**src/rtl/sfc4_pkg.sv**
```systemverilog
// Shared constants, frame layout and serial CRC functions for both link ends.
// Assumes one clock domain; both ends import this package.
package sfc4_pkg;

    localparam int          FRAME_W       = 32;
    localparam int          SRC_NUM       = 8;
    localparam logic [3:0]  POLY4         = 4'h1;
    localparam logic [7:0]  POLY8         = 8'h2f;
    localparam logic [7:0]  SEED8_ZERO    = 8'hff;
    localparam logic [3:0]  SEED8_HI      = 4'hf;
    localparam logic [3:0]  CNT_RESET     = 4'h1;
    localparam logic [1:0]  BSTAT_ERROR   = 2'b11;
    // Command codes that ask for sensor data; source_identifier is code[2:0]
    localparam logic [15:0] SENSOR_CODES  = 16'h000e;

    // Frame field positions
    localparam int          CODE_LSB      = 28;
    localparam int          BSTAT_LSB     = 26;
    localparam int          IDX_LSB       = 16;
    localparam int          DATA_LSB      = 8;
    localparam int          SAMPLE_LSB    = 12;
    localparam int          RES_LSB       = 10;
    localparam int          DETAIL_LSB    = 8;
    localparam int          CNT_LSB       = 4;

    // Host register offsets
    localparam logic [7:0]  OFS_CTRL      = 8'h00;
    localparam logic [7:0]  OFS_CMD       = 8'h04;
    localparam logic [7:0]  OFS_RSP       = 8'h08;
    localparam logic [7:0]  OFS_STAT      = 8'h0c;
    localparam logic [7:0]  OFS_IRQ_STAT  = 8'h10;
    localparam logic [7:0]  OFS_IRQ_CLR   = 8'h14;
    localparam logic [7:0]  OFS_IRQ_EN    = 8'h18;
    localparam int          CTRL_MODE_BIT = 0;
    localparam int          CTRL_SEED_LSB = 4;
    localparam int          IRQ_DONE_BIT  = 0;
    localparam int          IRQ_ERR_BIT   = 1;

    // Serial x^4+1 CRC, MSB first, optionally followed by four zero bits
    function automatic logic [3:0] sfc4_crc4(input logic [31:0] frame,
                                             input logic [3:0]  seed,
                                             input logic        pad);
        logic [3:0] r;
        logic       fb;
        r = seed;
        for (int i = FRAME_W - 1; i >= 0; i--) begin
            fb = r[3] ^ frame[i];
            r  = {r[2:0], 1'b0} ^ (fb ? POLY4 : 4'h0);
        end
        for (int j = 0; j < 4; j++) begin
            if (pad) begin
                fb = r[3];
                r  = {r[2:0], 1'b0} ^ (fb ? POLY4 : 4'h0);
            end
        end
        return r;
    endfunction : sfc4_crc4

    // Serial default 8-bit CRC over 32 bits, MSB first, bits enter at the low end
    // Encoding runs over the frame with its CRC byte clear; checking a sound frame gives zero
    function automatic logic [7:0] sfc4_crc8(input logic [31:0] frame,
                                             input logic [7:0]  seed);
        logic [7:0] r;
        logic       fb;
        r = seed;
        for (int i = FRAME_W - 1; i >= 0; i--) begin
            fb = r[7];
            r  = {r[6:0], frame[i]} ^ (fb ? POLY8 : 8'h00);
        end
        return r;
    endfunction : sfc4_crc8

    function automatic logic [7:0] sfc4_seed8(input logic [3:0] seed);
        return (seed == 4'h0) ? SEED8_ZERO : {SEED8_HI, seed};
    endfunction : sfc4_seed8

endpackage : sfc4_pkg

```
**src/rtl/sfc4_link_if.sv**
```systemverilog
// Word-level link between host controller and device end.
// Assumes both ends share clk; each valid is a one-cycle pulse.
`timescale 1ns/10ps
interface sfc4_link_if;
    logic        cmd_valid;
    logic [31:0] cmd_frame;
    logic        rsp_valid;
    logic [31:0] rsp_frame;

    modport dev (
        input  cmd_valid,
        input  cmd_frame,
        output rsp_valid,
        output rsp_frame
    );
    modport host (
        output cmd_valid,
        output cmd_frame,
        input  rsp_valid,
        input  rsp_frame
    );
endinterface : sfc4_link_if

```
**src/rtl/sfc4_dev_end.sv**
```systemverilog
// Device end: checks command CRC, asks the sensor side, builds CRC'd responses.
// Assumes commands arrive as one-cycle pulses on the link and cfg inputs are on clk.
//
// Summary of operation
// Command CRC over all 32 bits, MSB first
// Bad CRC: drop command, send error response
// Preset shift register with crc_seed_field
// Shift message and CRC; zero means valid
// Command CRC polynomial x^4+1, programmable seed
// Response CRC: seed, 32 bits, four zeros
// Response CRC uses same polynomial and seed
// Insert message_counter at bits 7:4
// Per-source counter starts 0001, counts responses
// Register response layout with swapped echo
// Sensor response layout with sample and counter
// Error responses: status 11, echo rules
// CRC must reproduce the published vectors
// Host zeroes unused command fields
// Default 8-bit CRC unless 4-bit selected
// Counter wraps 1111 to 0000, resets 0001
//
// The APB register port and the address map are this design's own decisions.
`timescale 1ns/10ps
module sfc4_dev_end
    import sfc4_pkg::*;
(
    input  wire logic        clk,
    input  wire logic        srst,
    sfc4_link_if.dev         link,
    input  wire logic        crc4_en,
    input  wire logic [3:0]  crc_seed,
    output logic             req_valid,
    output logic             req_sensor,
    output logic [3:0]       req_code,
    output logic [7:0]       req_index,
    output logic [7:0]       req_data,
    output logic [2:0]       req_source,
    output logic             crc_fail,
    input  wire logic        ans_valid,
    input  wire logic [1:0]  ans_status,
    input  wire logic [15:0] ans_content,
    input  wire logic [11:0] ans_sample,
    input  wire logic [1:0]  ans_resolution,
    input  wire logic [1:0]  ans_detail,
    input  wire logic        ans_error,
    input  wire logic        ans_has_data
);

    typedef enum logic [0:0] {
        SFC4_IDLE = 1'b0,
        SFC4_ASK  = 1'b1
    } sfc4_state_t;

    sfc4_state_t state_r;
    sfc4_state_t state_nxt;
    logic [3:0]  cnt_r [SRC_NUM];
    logic        req_valid_r;
    logic        req_sensor_r;
    logic [3:0]  req_code_r;
    logic [7:0]  req_index_r;
    logic [7:0]  req_data_r;
    logic [2:0]  req_source_r;
    logic        crc_fail_r;
    logic        rsp_valid_r;
    logic [31:0] rsp_frame_r;

    wire logic [31:0] cmd        = link.cmd_frame;
    wire logic [3:0]  cmd_code   = cmd[CODE_LSB+:4];
    wire logic [7:0]  seed8      = sfc4_seed8(crc_seed);
    // Checking runs over message and CRC together; a clean frame leaves zero
    wire logic [3:0]  chk4       = sfc4_crc4(cmd, crc_seed, 1'b0);
    wire logic [7:0]  chk8       = sfc4_crc8(cmd, seed8);
    wire logic        cmd_ok     = crc4_en ? (chk4 == 4'h0) : (chk8 == 8'h00);
    wire logic        cmd_take   = (state_r == SFC4_IDLE) && link.cmd_valid;
    wire logic        cmd_good   = cmd_take && cmd_ok;
    wire logic        cmd_bad    = cmd_take && !cmd_ok;
    wire logic        ans_fire   = (state_r == SFC4_ASK) && ans_valid;

    // Echoed code goes out as C0,C3,C2,C1
    wire logic [3:0]  echo       = {req_code_r[0], req_code_r[3], req_code_r[2],
                                    req_code_r[1]};
    wire logic [1:0]  bstat      = ans_error ? BSTAT_ERROR : ans_status;
    wire logic        no_data    = ans_error && !ans_has_data;
    wire logic [3:0]  cnt_now    = cnt_r[req_source_r];
    // A sensor error without data carries no counter
    wire logic [3:0]  cnt_field  = (crc4_en && !no_data) ? cnt_now : 4'h0;

    wire logic [31:0] reg_body   = {ans_error ? 4'h0 : echo, bstat, 2'b00,
                                    ans_content, 8'h00};
    wire logic [31:0] sen_body   = {no_data ? 4'h0 : echo, bstat, 2'b00,
                                    no_data ? 12'h000 : ans_sample,
                                    no_data ? 2'b00 : ans_resolution,
                                    ans_detail, cnt_field, 4'h0};
    wire logic [31:0] err_body   = {4'h0, BSTAT_ERROR, 26'h0};
    wire logic [31:0] body       = cmd_bad ? err_body :
                                   (req_sensor_r ? sen_body : reg_body);

    // Encoding: body with CRC field clear; the 4-bit CRC then takes four zero pad bits
    wire logic [3:0]  enc4       = sfc4_crc4(body, crc_seed, 1'b1);
    wire logic [7:0]  enc8       = sfc4_crc8({body[31:8], 8'h00}, seed8);
    wire logic [31:0] rsp_nxt    = crc4_en ? {body[31:4], enc4} : {body[31:8], enc8};

    wire logic        cnt_step   = ans_fire && req_sensor_r && crc4_en;

    always_comb begin
        state_nxt = state_r;
        unique case (state_r)
            SFC4_IDLE: begin
                if (cmd_good) begin
                    state_nxt = SFC4_ASK;
                end
            end
            SFC4_ASK: begin
                if (ans_fire) begin
                    state_nxt = SFC4_IDLE;
                end
            end
        endcase
    end

    always_ff @(posedge clk) begin
        if (srst) begin
            state_r <= SFC4_IDLE;
        end else begin
            state_r <= state_nxt;
        end
    end

    // Only commands that pass the check reach the sensor side
    always_ff @(posedge clk) begin
        if (srst) begin
            req_valid_r  <= 1'b0;
            req_sensor_r <= 1'b0;
            req_code_r   <= 4'h0;
            req_index_r  <= 8'h00;
            req_data_r   <= 8'h00;
            req_source_r <= 3'h0;
        end else begin
            req_valid_r <= cmd_good;
            if (cmd_good) begin
                req_sensor_r <= SENSOR_CODES[cmd_code];
                req_code_r   <= cmd_code;
                req_index_r  <= cmd[IDX_LSB+:8];
                req_data_r   <= cmd[DATA_LSB+:8];
                req_source_r <= cmd_code[2:0];
            end
        end
    end

    always_ff @(posedge clk) begin
        if (srst) begin
            rsp_valid_r <= 1'b0;
            rsp_frame_r <= 32'h0000_0000;
            crc_fail_r  <= 1'b0;
        end else begin
            rsp_valid_r <= cmd_bad || ans_fire;
            crc_fail_r  <= cmd_bad;
            if (cmd_bad || ans_fire) begin
                rsp_frame_r <= rsp_nxt;
            end
        end
    end

    // Counters wrap in 4 bits; a source counts only its own responses
    always_ff @(posedge clk) begin
        for (int s = 0; s < SRC_NUM; s++) begin
            if (srst) begin
                cnt_r[s] <= CNT_RESET;
            end else if (cnt_step && (req_source_r == 3'(s))) begin
                cnt_r[s] <= cnt_r[s] + 4'h1;
            end
        end
    end

    assign req_valid      = req_valid_r;
    assign req_sensor     = req_sensor_r;
    assign req_code       = req_code_r;
    assign req_index      = req_index_r;
    assign req_data       = req_data_r;
    assign req_source     = req_source_r;
    assign crc_fail       = crc_fail_r;
    assign link.rsp_valid = rsp_valid_r;
    assign link.rsp_frame = rsp_frame_r;

endmodule : sfc4_dev_end

```
**src/flat_wrapper.sv**
```systemverilog
// flat-port wrapper written by rule: the top's interface ports become plain ports
module sfc4_dev_end_flat import sfc4_pkg::*;
  (clk, srst, crc4_en, crc_seed, req_valid, req_sensor, req_code, req_index, req_data, req_source, crc_fail, ans_valid, ans_status, ans_content, ans_sample, ans_resolution, ans_detail, ans_error, ans_has_data, link_cmd_valid, link_cmd_frame, link_rsp_valid, link_rsp_frame);
  sfc4_link_if link_i ();
  input  wire logic clk;
  input  wire logic srst;
  input  wire logic crc4_en;
  input  wire logic [3:0] crc_seed;
  output logic req_valid;
  output logic req_sensor;
  output logic [3:0] req_code;
  output logic [7:0] req_index;
  output logic [7:0] req_data;
  output logic [2:0] req_source;
  output logic crc_fail;
  input  wire logic ans_valid;
  input  wire logic [1:0] ans_status;
  input  wire logic [15:0] ans_content;
  input  wire logic [11:0] ans_sample;
  input  wire logic [1:0] ans_resolution;
  input  wire logic [1:0] ans_detail;
  input  wire logic ans_error;
  input  wire logic ans_has_data;
  input wire logic [$bits(link_i.cmd_valid)-1:0] link_cmd_valid;
  input wire logic [$bits(link_i.cmd_frame)-1:0] link_cmd_frame;
  output wire logic [$bits(link_i.rsp_valid)-1:0] link_rsp_valid;
  output wire logic [$bits(link_i.rsp_frame)-1:0] link_rsp_frame;
  assign link_i.cmd_valid = link_cmd_valid;
  assign link_i.cmd_frame = link_cmd_frame;
  assign link_rsp_valid = link_i.rsp_valid;
  assign link_rsp_frame = link_i.rsp_frame;
  sfc4_dev_end u_core (.clk(clk), .srst(srst), .link(link_i), .crc4_en(crc4_en), .crc_seed(crc_seed), .req_valid(req_valid), .req_sensor(req_sensor), .req_code(req_code), .req_index(req_index), .req_data(req_data), .req_source(req_source), .crc_fail(crc_fail), .ans_valid(ans_valid), .ans_status(ans_status), .ans_content(ans_content), .ans_sample(ans_sample), .ans_resolution(ans_resolution), .ans_detail(ans_detail), .ans_error(ans_error), .ans_has_data(ans_has_data));
endmodule
```
**config.mk**
```make
export PLATFORM = sky130hd
export DESIGN_NAME = sfc4_dev_end_flat
export DESIGN_NICKNAME = d
export VERILOG_FILES = /design/src/rtl/sfc4_pkg.sv /design/src/rtl/sfc4_link_if.sv /design/src/rtl/sfc4_dev_end.sv /design/src/flat_wrapper.sv
export SDC_FILE = /design/constraint.sdc
export NUM_CORES = 1
export LEC_CHECK = 0
export ABC_AREA = 1
export BUFFER_PORTS_ARGS = -buffer_cell sky130_fd_sc_hd__buf_2
export CORE_ASPECT_RATIO = 1.2
export CORE_MARGIN = 2
export CORE_UTILIZATION = 35
export CTS_CLUSTER_SIZE = 28
export DETAILED_ROUTE_END_ITERATION = 10
export GPL_TIMING_DRIVEN = 0
export PLACE_DENSITY_LB_ADDON = 0.15
export SLEW_MARGIN = 20
export SYNTH_ARGS = -nofsm -noshare
export SYNTH_HDL_FRONTEND = slang
export SYNTH_SLANG_ARGS = --single-unit
```
**constraint.sdc**
```tcl
create_clock -name clk -period 9.4 [get_ports clk]
set_input_delay 0.94 -clock clk [delete_from_list [all_inputs] [get_ports clk]]
set_output_delay 0.94 -clock clk [all_outputs]
set_load 0.02 [all_outputs]
```
# Word-level counts from Yosys, hierarchy flattened
# Memories as Yosys holds them, arrays and structs flattened. A register that Yosys moved wholly into a read port is not among the register bits.
# Cells that the tools add are included.
[totals]
output_inout_bits = 59
latch_bits = 0
input_bits = 77
ram_bits = 32
mem_bits_ro = 16
ff_bits = 59
memories = 2
[memory_table]
columns = ["name", "depth", "width", "read_ports", "rd_ports_with_merged_regs", "wr", "line", "source"]
rows = [
  ["u_core.cnt_r", 8, 4, 9, 1, 8, "sfc4_dev_end.sv:56", "logic [3:0] cnt_r [SRC_NUM];"],
  ["(name not given)", 16, 1, 1, 1, 0, "sfc4_dev_end.sv:141", "req_sensor_r <= SENSOR_CODES[cmd_code];"],
]
[op_classes]
mul = 0
n_shift = 0
div = 0
add_sub_neg = 8
n_mux = 181
n_reduce_logical = 24
order_cmp = 0
eq_ne = 7
bitwise_logic = 205
[op_table]
columns = ["cell", "n"]
rows = [
  ["6-bit 2-to-1 mux", 63],
  ["8-bit bitwise XOR", 40],
  ["4-bit bitwise XOR", 68],
  ["8-bit by 6-bit bitwise XOR with 8-bit output", 24],
  ["1-bit 2-to-1 mux", 97],
  ["32-bit 2-to-1 mux", 2],
  ["1-bit bitwise XOR", 64],
  ["4-bit 2-to-1 mux", 12],
  ["4-bit by 1-bit adder with 4-bit output, second input constant", 8],
  ["1-bit logical AND", 16],
  ["3-bit equality test, second input constant", 4],
  ["12-bit 2-to-1 mux", 1],
  ["4-bit logical NOT", 2],
  ["8-bit logical NOT", 1],
  ["8-bit 2-to-1 mux", 1],
  ["1-bit bitwise OR", 8],
  ["3-bit by 2-bit equality test with 1-bit output, second input constant", 2],
  ["3-bit 2-to-1 mux", 2],
  ["2-bit 2-to-1 mux", 2],
  ["3-bit by 1-bit equality test with 1-bit output, second input constant", 1],
  ["1-bit logical NOT", 3],
  ["3-bit logical NOT", 1],
  ["1-bit one-hot mux with 2 select lines", 1],
  ["1-bit logical OR", 1],
  ["1-bit NOT", 1],
]

# Depth between registers and ports, before layout
[depth]
ltp_word = 206
depth_mapped = 71

# Least setup slack after synthesis
# No wires, ideal clock.
[synth_path]
path_kind = "input port to flip-flop"
from = "input crc_seed[2]"
to = "register u_core.rsp_frame_r[2] (netlist: u_core.link.rsp_frame[2])"
stages = 64
path_slack_ns = 3.451
t_arrival_ns = 5.829
path_buffers = 2
required_time_ns = 9.281
path_cell_list = "nor2_2 > nand2_2 > nand3_2 > nand2_2 > buf_6 > nand2_2 > nand3_2 > nand2_2 > nand2_2 > nand2_2 > nand2_1 > nand3_1 > nand2_1 > nand2_1 > inv_1 > nor2_2 > nand2_1 > nand2_1 > (+28 left out) > nand2_1 > nand2_1 > nand2_2 > o21ai_0 > nand2_1 > nand3_1 > nand2_2 > nand2_1 > nand2_2 > nand2_1 > nand2_1 > nand2_1 > nand2_1 > inv_1 > nand3_1 > nand2_1 > nand2_1 > a21oi_1"
[synth_via]
elab_chain_cells = 106
elab_cells_between_ends = 231
cone_classes = "mux: 77; bitwise: 148; reduce/logical: 6"
[synth_lines]
columns = ["item", "line", "source"]
rows = [
  ["start: declaration", "flat_wrapper.sv:8", "input wire logic [3:0] crc_seed;"],
  ["4-bit bitwise XOR", "sfc4_pkg.sv:48", "r = {r[2:0], 1'b0} ^ (fb ? POLY4 : 4'h0);"],
  ["1-bit bitwise XOR", "sfc4_pkg.sv:47", "fb = r[3] ^ frame[i];"],
  ["1-bit 2-to-1 mux", "sfc4_pkg.sv:48", ""],
  ["4-bit bitwise XOR (4 in series)", "sfc4_pkg.sv:48", ""],
  ["1-bit bitwise XOR", "sfc4_pkg.sv:47", ""],
  ["1-bit 2-to-1 mux", "sfc4_pkg.sv:48", ""],
  ["4-bit bitwise XOR (4 in series)", "sfc4_pkg.sv:48", ""],
  ["1-bit bitwise XOR", "sfc4_pkg.sv:47", ""],
  ["(+77 left out)", "--", ""],
  ["4-bit bitwise XOR (4 in series)", "sfc4_pkg.sv:48", ""],
  ["1-bit bitwise XOR", "sfc4_pkg.sv:47", ""],
  ["1-bit 2-to-1 mux", "sfc4_pkg.sv:48", ""],
  ["4-bit bitwise XOR (3 in series)", "sfc4_pkg.sv:48", ""],
  ["4-bit bitwise XOR", "sfc4_pkg.sv:53", "r = {r[2:0], 1'b0} ^ (fb ? POLY4 : 4'h0);"],
  ["1-bit 2-to-1 mux", "sfc4_pkg.sv:53", ""],
  ["4-bit bitwise XOR (3 in series)", "sfc4_pkg.sv:53", ""],
  ["8-bit 2-to-1 mux", "sfc4_dev_end.sv:101", "wire logic [31:0] rsp_nxt = crc4_en ? {body[31:4], enc4} : {body[31:8], enc8};"],
  ["end signal: assignment", "sfc4_dev_end.sv:159", "rsp_frame_r <= rsp_nxt;"],
  ["end: declaration", "sfc4_dev_end.sv:65", "logic [31:0] rsp_frame_r;"],
]
# Parallel ways exist; a longest one is shown, timed or not.
# A chain may end at the register's enable or synchronous reset.

# Final worst setup path
[layout_path]
from = "input crc_seed[3]"
to = "register u_core.rsp_frame_r[2] (netlist: u_core.link.rsp_frame[2])"
[layout_via]
elab_chain_cells = 106
elab_cells_between_ends = 230
cone_classes = "mux: 77; bitwise: 147; reduce/logical: 6"
[layout_lines]
columns = ["item", "line"]
rows = [
  ["1-bit bitwise XOR", "sfc4_pkg.sv:47"],
  ["1-bit 2-to-1 mux", "sfc4_pkg.sv:48"],
  ["4-bit bitwise XOR (4 in series)", "sfc4_pkg.sv:48"],
  ["1-bit bitwise XOR", "sfc4_pkg.sv:47"],
  ["1-bit 2-to-1 mux", "sfc4_pkg.sv:48"],
  ["4-bit bitwise XOR (4 in series)", "sfc4_pkg.sv:48"],
  ["1-bit bitwise XOR", "sfc4_pkg.sv:47"],
  ["1-bit 2-to-1 mux", "sfc4_pkg.sv:48"],
  ["(+77 left out)", "--"],
  ["4-bit bitwise XOR (4 in series)", "sfc4_pkg.sv:48"],
  ["1-bit bitwise XOR", "sfc4_pkg.sv:47"],
  ["1-bit 2-to-1 mux", "sfc4_pkg.sv:48"],
  ["4-bit bitwise XOR (3 in series)", "sfc4_pkg.sv:48"],
  ["4-bit bitwise XOR", "sfc4_pkg.sv:53"],
  ["1-bit 2-to-1 mux", "sfc4_pkg.sv:53"],
  ["4-bit bitwise XOR (3 in series)", "sfc4_pkg.sv:53"],
  ["8-bit 2-to-1 mux", "sfc4_dev_end.sv:101"],
]
# Parallel ways exist; a longest one is shown, timed or not.

==> results.json <==
{
  "status": "complete, no violations",
  "hold_path_class": "flip-flop to flip-flop",
  "drive_gt1_share_pct": 18.31,
  "seq_area_frac_synth_pct": 23.32,
  "grt_pass1_vias": 9126,
  "ir_drop_v": 0.0002355,
  "fmax_mhz": 141.7,
  "cpMostUsedCell": "nand2_1",
  "firstDrtPassIters": 5,
  "netlist_top_cells_area": "nand2_1 23%, dfxtp_1 13%, nand3_1 12%",
  "synth_area_um2": 9100,
  "finalSetupTns_ns": 0,
  "ys_top_cells_by_count": "565 x nand2_1, 211 x nand3_1, 138 x inv_1, 79 x nand2_2, 79 x nor2_1",
  "slew_violations": 0,
  "cts_sinks": 90,
  "place_hpwl_um": 24820,
  "p_comb_share_pct": 78.7,
  "postRouteWirelength_um": 29560,
  "relSlewSlack_pct": 51.98,
  "criticalPathCategory": "input port to flip-flop",
  "p_seq_share_pct": 12.0,
  "synth_edf_count": 32,
  "fin_crit_sh_pct": 75.05,
  "grt_max_degree": 19,
  "worstHoldPathCells": 2,
  "route.detailed.drc": 0,
  "worstPathMaxFanout": 10,
  "ys_seq_elements": 90,
  "clk_pin_slew_ns": 0.07,
  "grt.total_usage_pct": 21.37,
  "die_height_um": 180.6,
  "hold_buffers": 0,
  "synth_top_area_cell": "nand2_1",
  "post_drt_wl_per_cell_um": 14.69,
  "fin_worst_skew_ns": 0.01464,
  "grt.overflow.total": 0,
  "dieArea_um2": 27310,
  "power_mw": 3.946,
  "yosys.cell_types.count": 41,
  "ant_nets": 0,
  "multi_input_area_um2": 6145,
  "r2r_end": "u_core.link.rsp_frame[2]",
  "slowest_delay_ns": 0.35,
  "cp_slowest_cell": "xor2_1",
  "drt_iter0_markers": 438,
  "avgViaCountPerCell": 4.911,
  "async_flop_share_pct": 0,
  "reg2regPathDepth": 35,
  "ctsResizeCount": 0,
  "cp-start-kind": "input port",
  "yosys_warnings": 0,
  "cts_root_buffer": "clkbuf_16",
  "antenna_found_initial": 0,
  "htree_levels": 3,
  "final-hold-violation-count": 0,
  "setup_viol": 0,
  "p_sw_share_pct": 57.91,
  "syn_to_final_growth_pct": 14.93,
  "core_um2": 25540,
  "num_antenna_cells": 0,
  "hold_path_end": "u_core.link.rsp_frame[21]",
  "netlist.area_leader.share_pct": 23.31,
  "netlist_instances": 1535,
  "p_int_mw": 1.661,
  "drv_cap": 0,
  "fillCellCount": 2827,
  "globalplace.congestion": 0.9101,
  "leakage_nw": 5.521,
  "io_buffers": 130,
  "cts-buffers-inserted": 9,
  "nets": 1762,
  "ios": 136,
  "fin_ws_ns": 2.345,
  "tritoncts": "built",
  "die_w_um": 151.2,
  "seqCellArea_um2": 2122,
  "num_rows": 64,
  "ys.flop_type": "dfxtp_1",
  "synth_most_common_cell": "nand2_1",
  "p_sw_mw": 2.285,
  "cts_setup_buffers": 0,
  "worst-endpoint-required_ns": 9.69,
  "start_util_pct": 35.62,
  "r2r-start": "u_core.req_sensor",
  "layout_min_cycle_time_ns": 7.055,
  "dp_slack_ns": 2.011,
  "clockBufferDepth": 2,
  "r2r_slack_ns": 4.85,
  "power_frac_clock_pct": 9.3,
  "vias": 9880,
  "avgSynthCellArea_um2": 5.928,
  "crit_arrival_ns": 7.34,
  "rsz0062_at_grt": "no",
  "clk_latency_ns": 0.36,
  "tightest_slew_ns": 0.7203,
  "cp-end-kind": "flip-flop",
  "p_per_area_nw_per_um2": 377.3,
  "grt_pass1_wl_um": 45890,
  "hp-start": "u_core.link.rsp_frame[21]"
}
-- per-layer routing --
metal	share of wire (%)	vias to the layer above	wire length (um)	track usage, %
met5	0	-	0	0
met4	3.3	0	971	7.439
met3	4.1	52	1205	2.987
met2	49	209	14470	38.05
met1	44	4444	12910	25.94
li1	-	5175	-	-
-- metrics by stage --
| step | instance area [um2] | instances | hold slack, ns | util (%) |
|---|---|---|---|---|
| global placement | 10170 | 1996 | 0.4476 | 39.80 |
| global route | 10460 | 2012 | 0.4825 | 40.94 |
| detailed placement | 10170 | 1996 | 0.4526 | 39.80 |
| floorplan | 9104 | 1536 | 0.4590 | - |
| finish | 10460 | 2012 | 0.4597 | 40.94 |
| CTS | 10460 | 2012 | 0.4623 | 40.94 |
-- layout make-up --
cell class | instances | area share (%)
Sequential cell | 90 | 20.29
Multi-Input combinational cell | 1236 | 58.75
Buffer | 40 | 1.902
Clock buffer | 9 | 2.153
Clock inverter | 7 | 0.6340
Tap cell | 330 | 3.948
Timing Repair Buffer | 130 | 6.221
Inverter | 170 | 6.101
-- state kept, by name, summed over array words and instances (netlist names), named ones only --
| register | flops |
|---|---|
| u_core.cnt_r | 32 |
| u_core.link.rsp_frame | 30 |
| u_core.req_data | 8 |
| u_core.req_index | 8 |
| u_core.req_code | 2 |
| u_core.req_source | 2 |
| u_core.crc_fail | 1 |
| u_core.link.rsp_valid | 1 |
| u_core.req_sensor | 1 |
| u_core.req_valid | 1 |
| u_core.state_r | 1 |
-- layout by cell type (no fill, tap or decap), types with 3 or more instances in the layout --
| cell type | instances |
|---|---|
| buf_2 | 133 |
| o22ai_1 | 4 |
| inv_1 | 138 |
| xor2_1 | 46 |
| nand3_1 | 211 |
| nor2_1 | 79 |
| nand3b_1 | 7 |
| a21oi_1 | 52 |
| nand2_1 | 565 |
| nand2_4 | 7 |
| inv_2 | 32 |
| nor3_1 | 8 |
| inv_6 | 4 |
| ha_1 | 8 |
| nor2_2 | 5 |
| a31oi_1 | 6 |
| nand3_2 | 23 |
| clkbuf_1 | 27 |
| edfxtp_1 | 32 |
| dfxtp_1 | 58 |
| nand4_1 | 4 |
| or2_1 | 3 |
| o21ai_0 | 74 |
| buf_6 | 3 |
| buf_4 | 6 |
| nand2_2 | 79 |
| clkbuf_16 | 9 |
| xnor2_1 | 38 |
-- power groups by stage --
stage	sequential, mW	clock [mW]	combinational [mW]
after floorplan	0.512	0	2.42
after global placement	0.481	0	3.06
after detailed placement	0.481	0	3.10
after CTS	0.472	0.375	3.11
after global routing	0.477	0.390	3.52
final	0.473	0.367	3.11
-- cells by family after synthesis --
| family | Yosys count | share of synthesized area [%] |
|---|---|---|
| other | 1 | 0.04121 |
| buffers and inverters | 210 | 9.198 |
| xor gates and xnor gates | 87 | 8.772 |
| adders and majority gates | 8 | 1.100 |
| AOI/OAI and AO/OA | 145 | 8.415 |
| DFF | 90 | 23.32 |
| and+or+nand+nor | 994 | 49.15 |
-- worst max-delay path: cells and delay by family --
family,cells,cell delay [ns]
buffers and inverters,5,0.64
AO/OA/AOI/OAI,1,0.12
XOR/XNOR,1,0.35
AND/OR/NAND/NOR,51,5.23
-- worst max-delay path by stage --
stage / start / endpoint / slack, ns / depth (start not counted)
after floorplan: crc_seed[2] / u_core.link.rsp_frame[2] / 3.45 / 64
after global placement: crc_seed[3] / u_core.link.rsp_frame[2] / 2.03 / 56
after detailed placement: crc_seed[3] / u_core.link.rsp_frame[2] / 2.01 / 59
after CTS: crc_seed[3] / u_core.link.rsp_frame[2] / 2.36 / 59
after global routing: crc_seed[3] / u_core.link.rsp_frame[0] / 1.55 / 62
final: crc_seed[3] / u_core.link.rsp_frame[2] / 2.35 / 58
No activity file was read; power rests on OpenSTA's default activity.
